## src/cct_consts.svh

```systemverilog
// register offsets, control fields, reset values and codes of the timer pair
`ifndef CCT_CONSTS_SVH
`define CCT_CONSTS_SVH
`define CCT_ADDR_B_CTRL    8'h14
`define CCT_ADDR_B_RLD_HI  8'h15
`define CCT_ADDR_B_RLD_LO  8'h16
`define CCT_ADDR_B_CNT_HI  8'h17
`define CCT_ADDR_B_CNT_LO  8'h18
`define CCT_ADDR_C_CTRL    8'h19
`define CCT_ADDR_C_RLD_HI  8'h1A
`define CCT_ADDR_C_RLD_LO  8'h1B
`define CCT_ADDR_IRQ_STAT  8'h30
`define CCT_ADDR_IRQ_MASK  8'h31
`define CCT_ADDR_CMD       8'h32
`define CCT_CTRL_STOP_RX   7
`define CCT_CTRL_MODE_HI   5
`define CCT_CTRL_MODE_LO   4
`define CCT_CTRL_AUTO      3
`define CCT_CTRL_TICK_HI   1
`define CCT_CTRL_TICK_LO   0
`define CCT_CTRL_WMASK     8'hBB
`define CCT_CTRL_RESET     8'h00
`define CCT_RELOAD_RESET   8'h00
`define CCT_COUNT_RESET    16'h0000
`define CCT_IRQ_RESET      8'h00
`define CCT_MODE_MANUAL    2'h0
`define CCT_MODE_TX_END    2'h1
`define CCT_MODE_TRIM      2'h2
`define CCT_MODE_TRIM_UF   2'h3
`define CCT_TICK_FAST      2'h0
`define CCT_TICK_SLOW      2'h1
`define CCT_TICK_CASC_A    2'h2
`define CCT_TICK_CASC_X    2'h3
`endif

```

## src/cct_pkg.sv

```systemverilog
// types shared by the timer pair
package cct_pkg;
  typedef enum logic {
    CCT_IDLE,
    CCT_RUN
  } cct_run_t;
  typedef struct packed {
    logic [7:0]  ctrl_ff;
    logic [7:0]  rld_hi_ff;
    logic [7:0]  rld_lo_ff;
    logic [15:0] count_ff;
    cct_run_t    state_ff;
    logic        uf_ff;
  } cct_timer_t;
  typedef struct packed {
    cct_timer_t [1:0] tmr;
    logic [7:0]       irq_stat_ff;
    logic [7:0]       irq_mask_ff;
    logic [7:0]       rdata_ff;
  } cct_top_t;
  typedef struct packed {
    logic s1_ff;
    logic s2_ff;
    logic s3_ff;
  } cct_sync_t;
endpackage

```

## src/cct_if.sv

```systemverilog
// slow oscillator pin and its synchronised level and rising-edge pulse
`timescale 1ns/10ps
interface cct_if;
  logic raw;
  logic level;
  logic rise;
  modport sync (input raw, output level, output rise);
  modport user (output raw, input level, input rise);
endinterface

```

## src/cct_top.sv

```systemverilog
// pair of cascadable 16-bit countdown timers with register port and irq
//
// Contract
// - timer b auto-reload restarts, else stops at zero
// - timer b underflow sets its irq flag
// - timer b tick select: fast, slow, a, c
// - start event loads timer b reload bytes
// - reload writes act only at next start or auto-reload
// - timer b count readable as two bytes
// - timer c stop-on-receive after four bits
// - stop-on-receive ignored in trimming modes
// - start mode 00 manual, 01 at tx end
// - modes 10/11 trim on rising oscillator edges
// - timer c auto-reload restarts, else stops
// - timer c underflow sets its irq flag
// - timer c tick select: fast, slow, a, b
// - timer b has stop-on-receive and start mode
`timescale 1ns/10ps
`include "cct_consts.svh"
module cct_top (
  input  wire logic       SYS_CLK,
  input  wire logic       SRST,
  input  wire logic [7:0] REG_ADDR,
  input  wire logic [7:0] REG_WDATA,
  input  wire logic       REG_WR,
  input  wire logic       REG_RD,
  output logic      [7:0] REG_RDATA,
  input  wire logic       TICK_FAST,
  input  wire logic       TICK_SLOW,
  input  wire logic       TIMER_A_UNDERFLOW,
  input  wire logic       TX_END,
  input  wire logic       RX_FIRST_BITS,
  input  wire logic       SLOW_OSC,
  output logic            TIMER_B_UNDERFLOW,
  output logic            TIMER_C_UNDERFLOW,
  output logic            IRQ
);

  cct_pkg::cct_top_t cur_ff;
  cct_pkg::cct_top_t nxt_st;
  cct_if             osc_if ();

  logic [1:0]        cmd_start;
  logic [1:0]        cmd_stop;
  logic [1:0]        tick;
  logic [1:0]        start_ev;
  logic [1:0]        stop_ev;
  logic [1:0]        is_trim;
  logic [1:0]        uf_set;

  // the oscillator pin is asynchronous, so it passes the synchroniser
  assign osc_if.raw = SLOW_OSC;

  cct_sync u_sync (
    .clk  (SYS_CLK),
    .srst (SRST),
    .lnk  (osc_if)
  );

  // select one tick source; x is the other timer of the pair
  function automatic logic tick_of(
    input logic [1:0] sel,
    input logic       fast,
    input logic       slow,
    input logic       casc_a,
    input logic       casc_x
  );
    logic t;
    t = 1'b0;
    case (sel)
      `CCT_TICK_FAST:   t = fast;
      `CCT_TICK_SLOW:   t = slow;
      `CCT_TICK_CASC_A: t = casc_a;
      `CCT_TICK_CASC_X: t = casc_x;
      default:          t = 1'b0;
    endcase
    return t;
  endfunction

  // control register offset of timer i
  function automatic logic [7:0] ctrl_addr(input int unsigned i);
    return (i == 0) ? `CCT_ADDR_B_CTRL : `CCT_ADDR_C_CTRL;
  endfunction

  // reload high byte offset of timer i
  function automatic logic [7:0] rld_hi_addr(input int unsigned i);
    return (i == 0) ? `CCT_ADDR_B_RLD_HI : `CCT_ADDR_C_RLD_HI;
  endfunction

  // reload low byte offset of timer i
  function automatic logic [7:0] rld_lo_addr(input int unsigned i);
    return (i == 0) ? `CCT_ADDR_B_RLD_LO : `CCT_ADDR_C_RLD_LO;
  endfunction

  // command register: bit 2i starts timer i, bit 2i+1 stops it
  assign cmd_start[0] = REG_WR & (REG_ADDR == `CCT_ADDR_CMD) & REG_WDATA[0];
  assign cmd_stop[0]  = REG_WR & (REG_ADDR == `CCT_ADDR_CMD) & REG_WDATA[1];
  assign cmd_start[1] = REG_WR & (REG_ADDR == `CCT_ADDR_CMD) & REG_WDATA[2];
  assign cmd_stop[1]  = REG_WR & (REG_ADDR == `CCT_ADDR_CMD) & REG_WDATA[3];

  genvar gi;
  generate
    for (gi = 0; gi < 2; gi++) begin : g_evt
      logic [1:0] mode;
      logic       stop_rx;
      logic       running;

      assign mode    = cur_ff.tmr[gi].ctrl_ff[`CCT_CTRL_MODE_HI:
                                              `CCT_CTRL_MODE_LO];
      assign stop_rx = cur_ff.tmr[gi].ctrl_ff[`CCT_CTRL_STOP_RX];
      assign running = cur_ff.tmr[gi].state_ff == cct_pkg::CCT_RUN;
      assign is_trim[gi] = mode[1];

      // registered underflow of the partner keeps the cascade loop-free
      assign tick[gi] = tick_of(
        cur_ff.tmr[gi].ctrl_ff[`CCT_CTRL_TICK_HI:`CCT_CTRL_TICK_LO],
        TICK_FAST,
        TICK_SLOW,
        TIMER_A_UNDERFLOW,
        cur_ff.tmr[1 - gi].uf_ff);

      // manual start only by command; tx end in mode 01
      assign start_ev[gi] = cmd_start[gi]
        | ((mode == `CCT_MODE_TX_END) & TX_END)
        | (mode[1] & osc_if.rise & ~running);

      // stop-on-receive is ignored while trimming
      assign stop_ev[gi] = cmd_stop[gi]
        | (stop_rx & ~mode[1] & RX_FIRST_BITS)
        | (mode[1] & osc_if.rise & running);
    end
  endgenerate

  always_comb begin
    nxt_st          = cur_ff;
    uf_set          = 2'h0;
    nxt_st.rdata_ff = 8'h00;

    for (int i = 0; i < 2; i++) begin
      nxt_st.tmr[i].uf_ff = 1'b0;

      // register writes; the counter itself is never touched here
      if (REG_WR && REG_ADDR == ctrl_addr(i)) begin
        nxt_st.tmr[i].ctrl_ff = REG_WDATA & `CCT_CTRL_WMASK;
      end
      if (REG_WR && REG_ADDR == rld_hi_addr(i)) begin
        nxt_st.tmr[i].rld_hi_ff = REG_WDATA;
      end
      if (REG_WR && REG_ADDR == rld_lo_addr(i)) begin
        nxt_st.tmr[i].rld_lo_ff = REG_WDATA;
      end

      // stop wins when a start and a stop meet in one cycle
      if (stop_ev[i]) begin
        nxt_st.tmr[i].state_ff = cct_pkg::CCT_IDLE;
      end else if (start_ev[i]) begin
        nxt_st.tmr[i].state_ff = cct_pkg::CCT_RUN;
        nxt_st.tmr[i].count_ff = {cur_ff.tmr[i].rld_hi_ff,
                                  cur_ff.tmr[i].rld_lo_ff};
      end else if (cur_ff.tmr[i].state_ff == cct_pkg::CCT_RUN
                   && tick[i]) begin
        if (cur_ff.tmr[i].count_ff == `CCT_COUNT_RESET) begin
          if (cur_ff.tmr[i].ctrl_ff[`CCT_CTRL_MODE_HI:`CCT_CTRL_MODE_LO]
              == `CCT_MODE_TRIM) begin
            // trimming without underflow parks at zero until the edge
            nxt_st.tmr[i].count_ff = `CCT_COUNT_RESET;
          end else begin
            nxt_st.tmr[i].uf_ff = 1'b1;
            uf_set[i]           = 1'b1;
            if (cur_ff.tmr[i].ctrl_ff[`CCT_CTRL_AUTO]) begin
              nxt_st.tmr[i].count_ff = {cur_ff.tmr[i].rld_hi_ff,
                                        cur_ff.tmr[i].rld_lo_ff};
            end else begin
              nxt_st.tmr[i].state_ff = cct_pkg::CCT_IDLE;
            end
          end
        end else begin
          nxt_st.tmr[i].count_ff = cur_ff.tmr[i].count_ff - 16'h0001;
        end
      end
    end

    // sticky flags: write one clears, a new underflow wins over the clear
    if (REG_WR && REG_ADDR == `CCT_ADDR_IRQ_STAT) begin
      nxt_st.irq_stat_ff = cur_ff.irq_stat_ff & ~REG_WDATA;
    end
    nxt_st.irq_stat_ff = nxt_st.irq_stat_ff | {6'h00, uf_set};

    if (REG_WR && REG_ADDR == `CCT_ADDR_IRQ_MASK) begin
      nxt_st.irq_mask_ff = REG_WDATA & 8'h03;
    end

    // read data stand only in the cycle after the strobe
    if (REG_RD) begin
      case (REG_ADDR)
        `CCT_ADDR_B_CTRL: begin
          nxt_st.rdata_ff = cur_ff.tmr[0].ctrl_ff;
        end
        `CCT_ADDR_B_RLD_HI: begin
          nxt_st.rdata_ff = cur_ff.tmr[0].rld_hi_ff;
        end
        `CCT_ADDR_B_RLD_LO: begin
          nxt_st.rdata_ff = cur_ff.tmr[0].rld_lo_ff;
        end
        // live value; a read mid-count may tear between the two bytes
        `CCT_ADDR_B_CNT_HI: begin
          nxt_st.rdata_ff = cur_ff.tmr[0].count_ff[15:8];
        end
        `CCT_ADDR_B_CNT_LO: begin
          nxt_st.rdata_ff = cur_ff.tmr[0].count_ff[7:0];
        end
        `CCT_ADDR_C_CTRL: begin
          nxt_st.rdata_ff = cur_ff.tmr[1].ctrl_ff;
        end
        `CCT_ADDR_C_RLD_HI: begin
          nxt_st.rdata_ff = cur_ff.tmr[1].rld_hi_ff;
        end
        `CCT_ADDR_C_RLD_LO: begin
          nxt_st.rdata_ff = cur_ff.tmr[1].rld_lo_ff;
        end
        `CCT_ADDR_IRQ_STAT: begin
          nxt_st.rdata_ff = cur_ff.irq_stat_ff;
        end
        `CCT_ADDR_IRQ_MASK: begin
          nxt_st.rdata_ff = cur_ff.irq_mask_ff;
        end
        `CCT_ADDR_CMD: begin
          nxt_st.rdata_ff = {4'h0, osc_if.level, is_trim[1],
            cur_ff.tmr[1].state_ff == cct_pkg::CCT_RUN,
            cur_ff.tmr[0].state_ff == cct_pkg::CCT_RUN};
        end
        default: begin
          nxt_st.rdata_ff = 8'h00;
        end
      endcase
    end
  end

  always_ff @(posedge SYS_CLK) begin
    if (SRST) begin
      for (int i = 0; i < 2; i++) begin
        cur_ff.tmr[i].ctrl_ff   <= `CCT_CTRL_RESET;
        cur_ff.tmr[i].rld_hi_ff <= `CCT_RELOAD_RESET;
        cur_ff.tmr[i].rld_lo_ff <= `CCT_RELOAD_RESET;
        cur_ff.tmr[i].count_ff  <= `CCT_COUNT_RESET;
        cur_ff.tmr[i].state_ff  <= cct_pkg::CCT_IDLE;
        cur_ff.tmr[i].uf_ff     <= 1'b0;
      end
      cur_ff.irq_stat_ff <= `CCT_IRQ_RESET;
      cur_ff.irq_mask_ff <= `CCT_IRQ_RESET;
      cur_ff.rdata_ff    <= 8'h00;
    end else begin
      cur_ff <= nxt_st;
    end
  end

  assign REG_RDATA         = cur_ff.rdata_ff;
  assign TIMER_B_UNDERFLOW = cur_ff.tmr[0].uf_ff;
  assign TIMER_C_UNDERFLOW = cur_ff.tmr[1].uf_ff;
  assign IRQ = |(cur_ff.irq_stat_ff & cur_ff.irq_mask_ff);
endmodule // cct_top

```

## src/cct_sync.sv

```systemverilog
// two-flop synchroniser with rising-edge detect for the slow oscillator
`timescale 1ns/10ps
module cct_sync (
  input  wire logic clk,
  input  wire logic srst,
  cct_if.sync       lnk
);
  cct_pkg::cct_sync_t cur_ff;
  cct_pkg::cct_sync_t nxt_st;

  // edge is taken between the second and third flop, never the first
  always_comb begin
    nxt_st       = cur_ff;
    nxt_st.s1_ff = lnk.raw;
    nxt_st.s2_ff = cur_ff.s1_ff;
    nxt_st.s3_ff = cur_ff.s2_ff;
  end

  always_ff @(posedge clk) begin
    if (srst) begin
      cur_ff <= '0;
    end else begin
      cur_ff <= nxt_st;
    end
  end

  assign lnk.level = cur_ff.s2_ff;
  assign lnk.rise  = cur_ff.s2_ff & ~cur_ff.s3_ff;
endmodule // cct_sync

```

## config.mk

```make
export PLATFORM = sky130hd
export DESIGN_NAME = cct_top
export DESIGN_NICKNAME = d
export VERILOG_FILES = /design/src/cct_pkg.sv /design/src/cct_if.sv /design/src/cct_top.sv /design/src/cct_sync.sv
export VERILOG_INCLUDE_DIRS = /design/src /design/src/src
export SDC_FILE = /design/constraint.sdc
export NUM_CORES = 1
export LEC_CHECK = 0
export BUFFER_PORTS_ARGS = -buffer_cell sky130_fd_sc_hd__buf_2
export CAP_MARGIN = 20
export CORE_MARGIN = 1.5
export CORE_UTILIZATION = 48
export CTS_CLUSTER_SIZE = 30
export DETAILED_ROUTE_END_ITERATION = 10
export PLACE_DENSITY_LB_ADDON = 0.25
export SLEW_MARGIN = 20
export SYNTH_ARGS = -nofsm -noshare
export SYNTH_HDL_FRONTEND = slang
export SYNTH_SLANG_ARGS = --single-unit
```

## constraint.sdc

```tcl
create_clock -name SYS_CLK -period 5.89 [get_ports SYS_CLK]
set_input_delay 1.767 -clock SYS_CLK [delete_from_list [all_inputs] [get_ports SYS_CLK]]
set_output_delay 1.767 -clock SYS_CLK [all_outputs]
set_load 0.02 [all_outputs]
```

=== After elaboration in Yosys (flattened, before gate mapping) ===
Index checks and enable logic that the tools add are counted.

* Logic and storage cells: 147
* Bits of input ports: 26
* Output and inout port bits: 11
* Register bits: 101

* Reductions and logical operators: 28
* Mux-type cells: 30
* Equality and inequality tests: 27
* Add/sub/neg operators: 2
* Bitwise gates (word level): 42

{| class="wikitable"
|+ Operator list
! cell !! count
|-
| two-way mux 16 bit || 6
|-
| case mux 8 bit (11 select lines) || 1
|-
| == test 8 x 5 -> 1 bit, second input constant || 8
|-
| two-way mux 18 bit || 2
|-
| two-way mux 17 bit || 2
|-
| logical NOT 16 bit || 2
|-
| subtractor 16 x 1 -> 16 bit, second input constant || 2
|-
| == test 8 x 6 -> 1 bit, second input constant || 3
|-
| bitwise AND 1 bit || 18
|-
| == test 2 bit, second input constant || 6
|-
| two-way mux 1 bit || 12
|-
| NOT 1 bit || 12
|-
| logical AND 1 bit || 10
|-
| OR reduction 5 bit || 2
|-
| bitwise AND 8 x 2 -> 8 bit || 1
|-
| bitwise AND 8 bit || 1
|-
| == test 2 x 1 -> 1 bit, second input constant || 4
|-
| two-way mux 2 bit || 4
|-
| two-way mux 8 bit || 1
|-
| inequality test 4 x 3 -> 1 bit, second input constant || 2
|-
| NOT 8 bit || 1
|-
| OR 1 bit || 8
|-
| OR 8 x 2 -> 8 bit || 1
|-
| case mux 1 bit (4 select lines) || 2
|-
| other kinds (8) || 18
|}

=== Depth between registers and ports, before layout ===
* Depth in word-level cells: 8
* Depth in mapped cells: 10
* Depth with buffers taken out: 8

=== By module ===
A second synthesis with hierarchy kept.

* Cell total of the unflattened synthesis: 651
* Area total of the unflattened synthesis: 5500.3 µm²

{| class="wikitable"
|+ By module, submodules not included
! module !! area each (µm²) !! sequential area each (µm²) !! instances !! cells each
|-
| cct_top || 5412.7 || 1961.9 || 1 || 644
|-
| cct_sync || 87.6 || 60.1 || 1 || 7
|}

=== Least setup slack after synthesis ===
No wires, ideal clock.

* Path kind: input-to-reg
* Start: in REG_ADDR[1]
* End: reg cur_ff[75] (netlist bit)
* Setup slack: 2587 ps
* Data required time: 5798 ps
* Data arrival time: 3211 ps
* Path buffers: 2
* Setup time: 92 ps
* Stages on the path: 8
* Cell sequence: buf_6 > and3b_4 > and2_4 > a21o_4 > nor3_4 > buf_12 > a21oi_1 > o32ai_1

* Longest elaborated chain between the ends: 7
* Elaborated cells between the ends (all ways): 13
* Classes of those cells: eq/ne: 2; mux: 1; bitwise: 8; reduce/logical: 2

{| class="wikitable"
|+ Ends and longest elaborated chain
! element !! line !! source
|-
| from (decl) || cct_top.sv:23 || <nowiki>input wire logic [7:0] REG_ADDR,</nowiki>
|-
| == test 8 x 6 -> 1 bit * || -- ||
|-
| bitwise AND 1 bit * || cct_top.sv:98, cct_top.sv:99 ||
|-
| bitwise AND 1 bit (on tied branches) || cct_top.sv:98, cct_top.sv:99 ||
|-
| OR 1 bit (on tied branches) || cct_top.sv:123, cct_top.sv:129 ||
|-
| OR 1 bit (on tied branches) || cct_top.sv:123, cct_top.sv:130 ||
|-
| inequality test 4 x 3 -> 1 bit (no source line) (tied with other cells) || -- ||
|-
| AND reduction 3 bit (no source line) || -- ||
|-
| to (signal assigned) || cct_top.sv:253 || <nowiki>cur_ff <= nxt_st;</nowiki>
|-
| to (decl) || cct_top.sv:39 || <nowiki>cct_pkg::cct_top_t cur_ff;</nowiki>
|}

Mark *: on every way between the ends. The rest lies on a longest branch, timed or not.
A chain may end at the register's enable or synchronous reset.

=== Worst setup path after layout ===
* Start: in REG_ADDR[1]
* End: reg cur_ff[30] (netlist bit)

* Longest elaborated chain between the ends: 7
* Elaborated cells between the ends (all ways): 13
* Classes of those cells: eq/ne: 2; mux: 1; bitwise: 8; reduce/logical: 2

{| class="wikitable"
|+ Ends and longest elaborated chain
! element !! line
|-
| == test 8 x 6 -> 1 bit * || --
|-
| bitwise AND 1 bit * || cct_top.sv:96, cct_top.sv:97
|-
| bitwise AND 1 bit (on tied branches) || cct_top.sv:96, cct_top.sv:97
|-
| OR 1 bit (on tied branches) || cct_top.sv:123, cct_top.sv:129
|-
| OR 1 bit (on tied branches) || cct_top.sv:123, cct_top.sv:130
|-
| inequality test 4 x 3 -> 1 bit (no source line) (tied with other cells) || --
|-
| AND reduction 3 bit (no source line) || --
|}

Marks and branches as above.

==> impl_metrics.csv <==
group,metric,value,unit
power_and_ir_drop,switchingPower,0.344,mW
cells_and_area,drive_gt1_frac,0.126,
detailed_routing,wire_per_inst,22.0,µm
clocking,clock_latency,0.36,ns
global_route,grt_pass1_vias,5344,
flow_run,cap_violations,0,
cells_and_area,syn_to_final_growth,6.25,%
yosys,netlist_instances,694,
yosys,synth-edff-count,0,
placement,gp_congestion,0.987,
setup_path,r2r_cells,9,
global_route,grt_usage,0.302,
setup_path,r2r_slack,3.19,ns
sta,tns,0,ns
global_route,grt_max_degree,49,
global_route,grt_antenna_before_repair,0,
setup_path,path_max_fanout,27,
yosys,ys_seq_area_frac,0.357,
power_and_ir_drop,p_sw_frac,0.257,
outcome,status,"finished, final reports clean",
placement,place_area,0.00573,mm²
detailed_routing,drc,0,
clocking,ctsResizeCount,0,
sta,period_needed,3.91,ns
sta,slew-limit-headroom,0.371,
sta,fin_crit_sh,0.664,
clocking,clockBufferDepth,2,
clocking,holdBufCountCts,0,
setup_path,cp.required,6.12,ns
yosys,ys_ff_latch,101,
sta,drv_slew,0,
detailed_routing,postRouteAntennaNets,0,
cells_and_area,diodes,0,
setup_path,worstSetupStartpointType,"input port",
clocking,cts-root-buf,"clkbuf_16",
floorplan,start_util,0.494,
setup_path,worstSetupPathType,"input port to register",
worst_hold_path,hold_class,"register to register",
floorplan,io_pins,37,
cells_and_area,fin_nets,722,
clocking,cts_buffers,9,
setup_path,critical_path.cell_chain,"buf_2, and3b_4, a31oi_1, buf_4, a21oi_1, buf_4, a21boi_0, o32ai_2",
power_and_ir_drop,leakage,2.18,nW
cells_and_area,mostFrequentLayoutCells,"101 x dfxtp_1, 85 x nand2_1, 72 x a21oi_1",
yosys,synthArstFlopShare,0,
floorplan,core,0.0115,mm²
power_and_ir_drop,pwr-share-comb,0.050,
power_and_ir_drop,p_seq_frac,0.512,
cells_and_area,nFillCells,1068,
setup_path,cpMostUsedCell,"buf_4",
power_and_ir_drop,peakVddDrop,0.248,mV
sta,setup_viol,0,
yosys,syn_nets,724,
yosys,synth_warnings,0,
sta,max_freq,0.256,GHz
detailed_routing,first_pass_iters,6,
placement,hpwlAfterDp,13.4,mm
floorplan,dieArea,0.0125,mm²
clocking,cts_tree,"done",
yosys,synth_flop_cell,"dfxtp_1",
detailed_routing,drt_wl_total,18.5,mm
clocking,postCtsSetupRepairBufs,0,
detailed_routing,vias_per_cell,6.65,
clocking,cts_sinks,101,
power_and_ir_drop,pwr-share-clk,0.438,
setup_path,crit_path_max_incr_delay,0.52,ns
placement,io_buffer_count,36,
clocking,h-tree-depth,3,
setup_path,slowest_stage,"a21oi_1",
yosys,postSynthAreaPerCell,8.16,µm²
worst_hold_path,min_path_cells,2,
sta,hold_violations,0,
floorplan,die_height,112,µm
yosys,netlist_area,0.00566,mm²
setup_path,arrival,4.14,ns
clocking,clk_pin_slew_worst_paths,0.08,ns
floorplan,std_cell_rows,39,
global_route,grt_pass1_wl,29.3,mm
cells_and_area,design_area,0.00602,mm²
cells_and_area,layout_commonest_cell,"dfxtp_1",
global_route,grt-ovfl-total,0,
sta,fin_skew,0.00998,ns
detailed_routing,num_vias,5584,
floorplan,die_w,112,µm
yosys,ys_types,77,
detailed_routing,drtIter0Drc,737,
power_and_ir_drop,intPower,0.996,mW
power_and_ir_drop,power_density,223,mW/mm²
sta,max_slew.worst_pin.slew,0.944,ns
sta,rsz0062_at_grt,"false",
setup_path,cp-end-kind,"register",
==> cell type report <==
class / count / area, µm² / area share
clock buffer: 9 / 225 / 0.0374
tap: 143 / 179 / 0.0297
timing repair buffer: 42 / 225 / 0.0374
multi-input combinational: 517 / 3230 / 0.536
inverter: 21 / 78.8 / 0.0131
clock inverter: 7 / 61.3 / 0.0102
sequential: 101 / 2020 / 0.336
==> cells by family (layout without fill, tap and decap cells) <==
logic type,count (synthesis),in the layout,synth area share
buffers and inverters,76,79,0.0734
AOI/OAI and AO/OA,214,214,0.258
adders and majority gates,4,4,0.00884
muxes,28,28,0.0555
DFF,101,101,0.357
xor gates and xnor gates,8,8,0.0124
and+or+nand+nor,263,263,0.235
==> worst paths after layout <==
check,start,end
worst max-delay path,REG_ADDR[1],cur_ff[30]
worst min-delay path,cur_ff[22],cur_ff[22]
worst max register to register,cur_ff[26],cur_ff[30]
worst min register to register,cur_ff[22],cur_ff[22]
==> registers in the layout, summed over array words and instances (netlist names) <==
| register | cells |
|---|---|
| cur_ff | 86 |
| REG_RDATA | 8 |
| g_evt.running | 2 |
| u_sync.cur_ff | 2 |
| TIMER_B_UNDERFLOW | 1 |
| TIMER_C_UNDERFLOW | 1 |
| u_sync.lnk.level | 1 |
==> worst max-delay path, delay by kind of cell <==
family	cells	cell delay, ns
simple gates	1	0.45
compound gates	4	1.01
buf+inv	3	0.89
==> power by group through the flow <==
stage	registers [mW]	logic, mW	clock network [mW]
2_1_floorplan	0.701	0.0418	0
3_3_place_gp	0.701	0.0649	0
3_5_place_dp	0.701	0.0653	0
4_1_cts	0.685	0.0656	0.595
5_1_grt	0.685	0.0717	0.619
6_report	0.685	0.0674	0.587
==> cell usage after synthesis, types with 4 or more instances <==
cell / count / area share
a32oi_1: 9 / 0.014
nor3_1: 13 / 0.011
a31o_2: 4 / 0.0062
buf_4: 10 / 0.013
dfxtp_1: 101 / 0.36
a31oi_1: 7 / 0.0077
nor2b_1: 5 / 0.0055
o32ai_1: 12 / 0.019
mux2i_1: 22 / 0.039
a221oi_1: 12 / 0.019
o21ai_0: 25 / 0.022
nor4_1: 6 / 0.0066
buf_2: 13 / 0.011
nor2_1: 60 / 0.040
or4_1: 5 / 0.0066
nand2_1: 85 / 0.056
clkbuf_1: 23 / 0.015
inv_1: 20 / 0.013
a22o_1: 8 / 0.012
a211oi_1: 11 / 0.015
xnor2_1: 5 / 0.0077
o22ai_1: 5 / 0.0055
ha_1: 4 / 0.0088
nand2b_1: 5 / 0.0055
a21oi_1: 72 / 0.064
nand4_1: 5 / 0.0055
buf_6: 4 / 0.0080
mux2_2: 4 / 0.0080
a22oi_1: 17 / 0.023
and3_1: 4 / 0.0044
nand3_1: 44 / 0.039
==> layer usage <==
metal,up-vias,share of wire,track usage
met3,61,0.087,0.0566
met4,0,0.044,0.149
met5,-,0,0
met1,2659,0.41,0.396
li1,2559,-,-
met2,305,0.46,0.480
==> through the flow <==
stage	std cells	setup WS [ns]	hold slack (ns)	util	total power, mW
detailed placement	824	1.67	0.423	0.500	0.767
global placement	824	1.76	0.423	0.500	0.766
CTS	840	2.05	0.436	0.525	1.35
finish	840	1.98	0.442	0.525	1.34
global route	840	1.81	0.457	0.525	1.38
floorplan	694	2.59	0.412	-	0.742
Note: power is estimated with default switching activity, not from simulation.
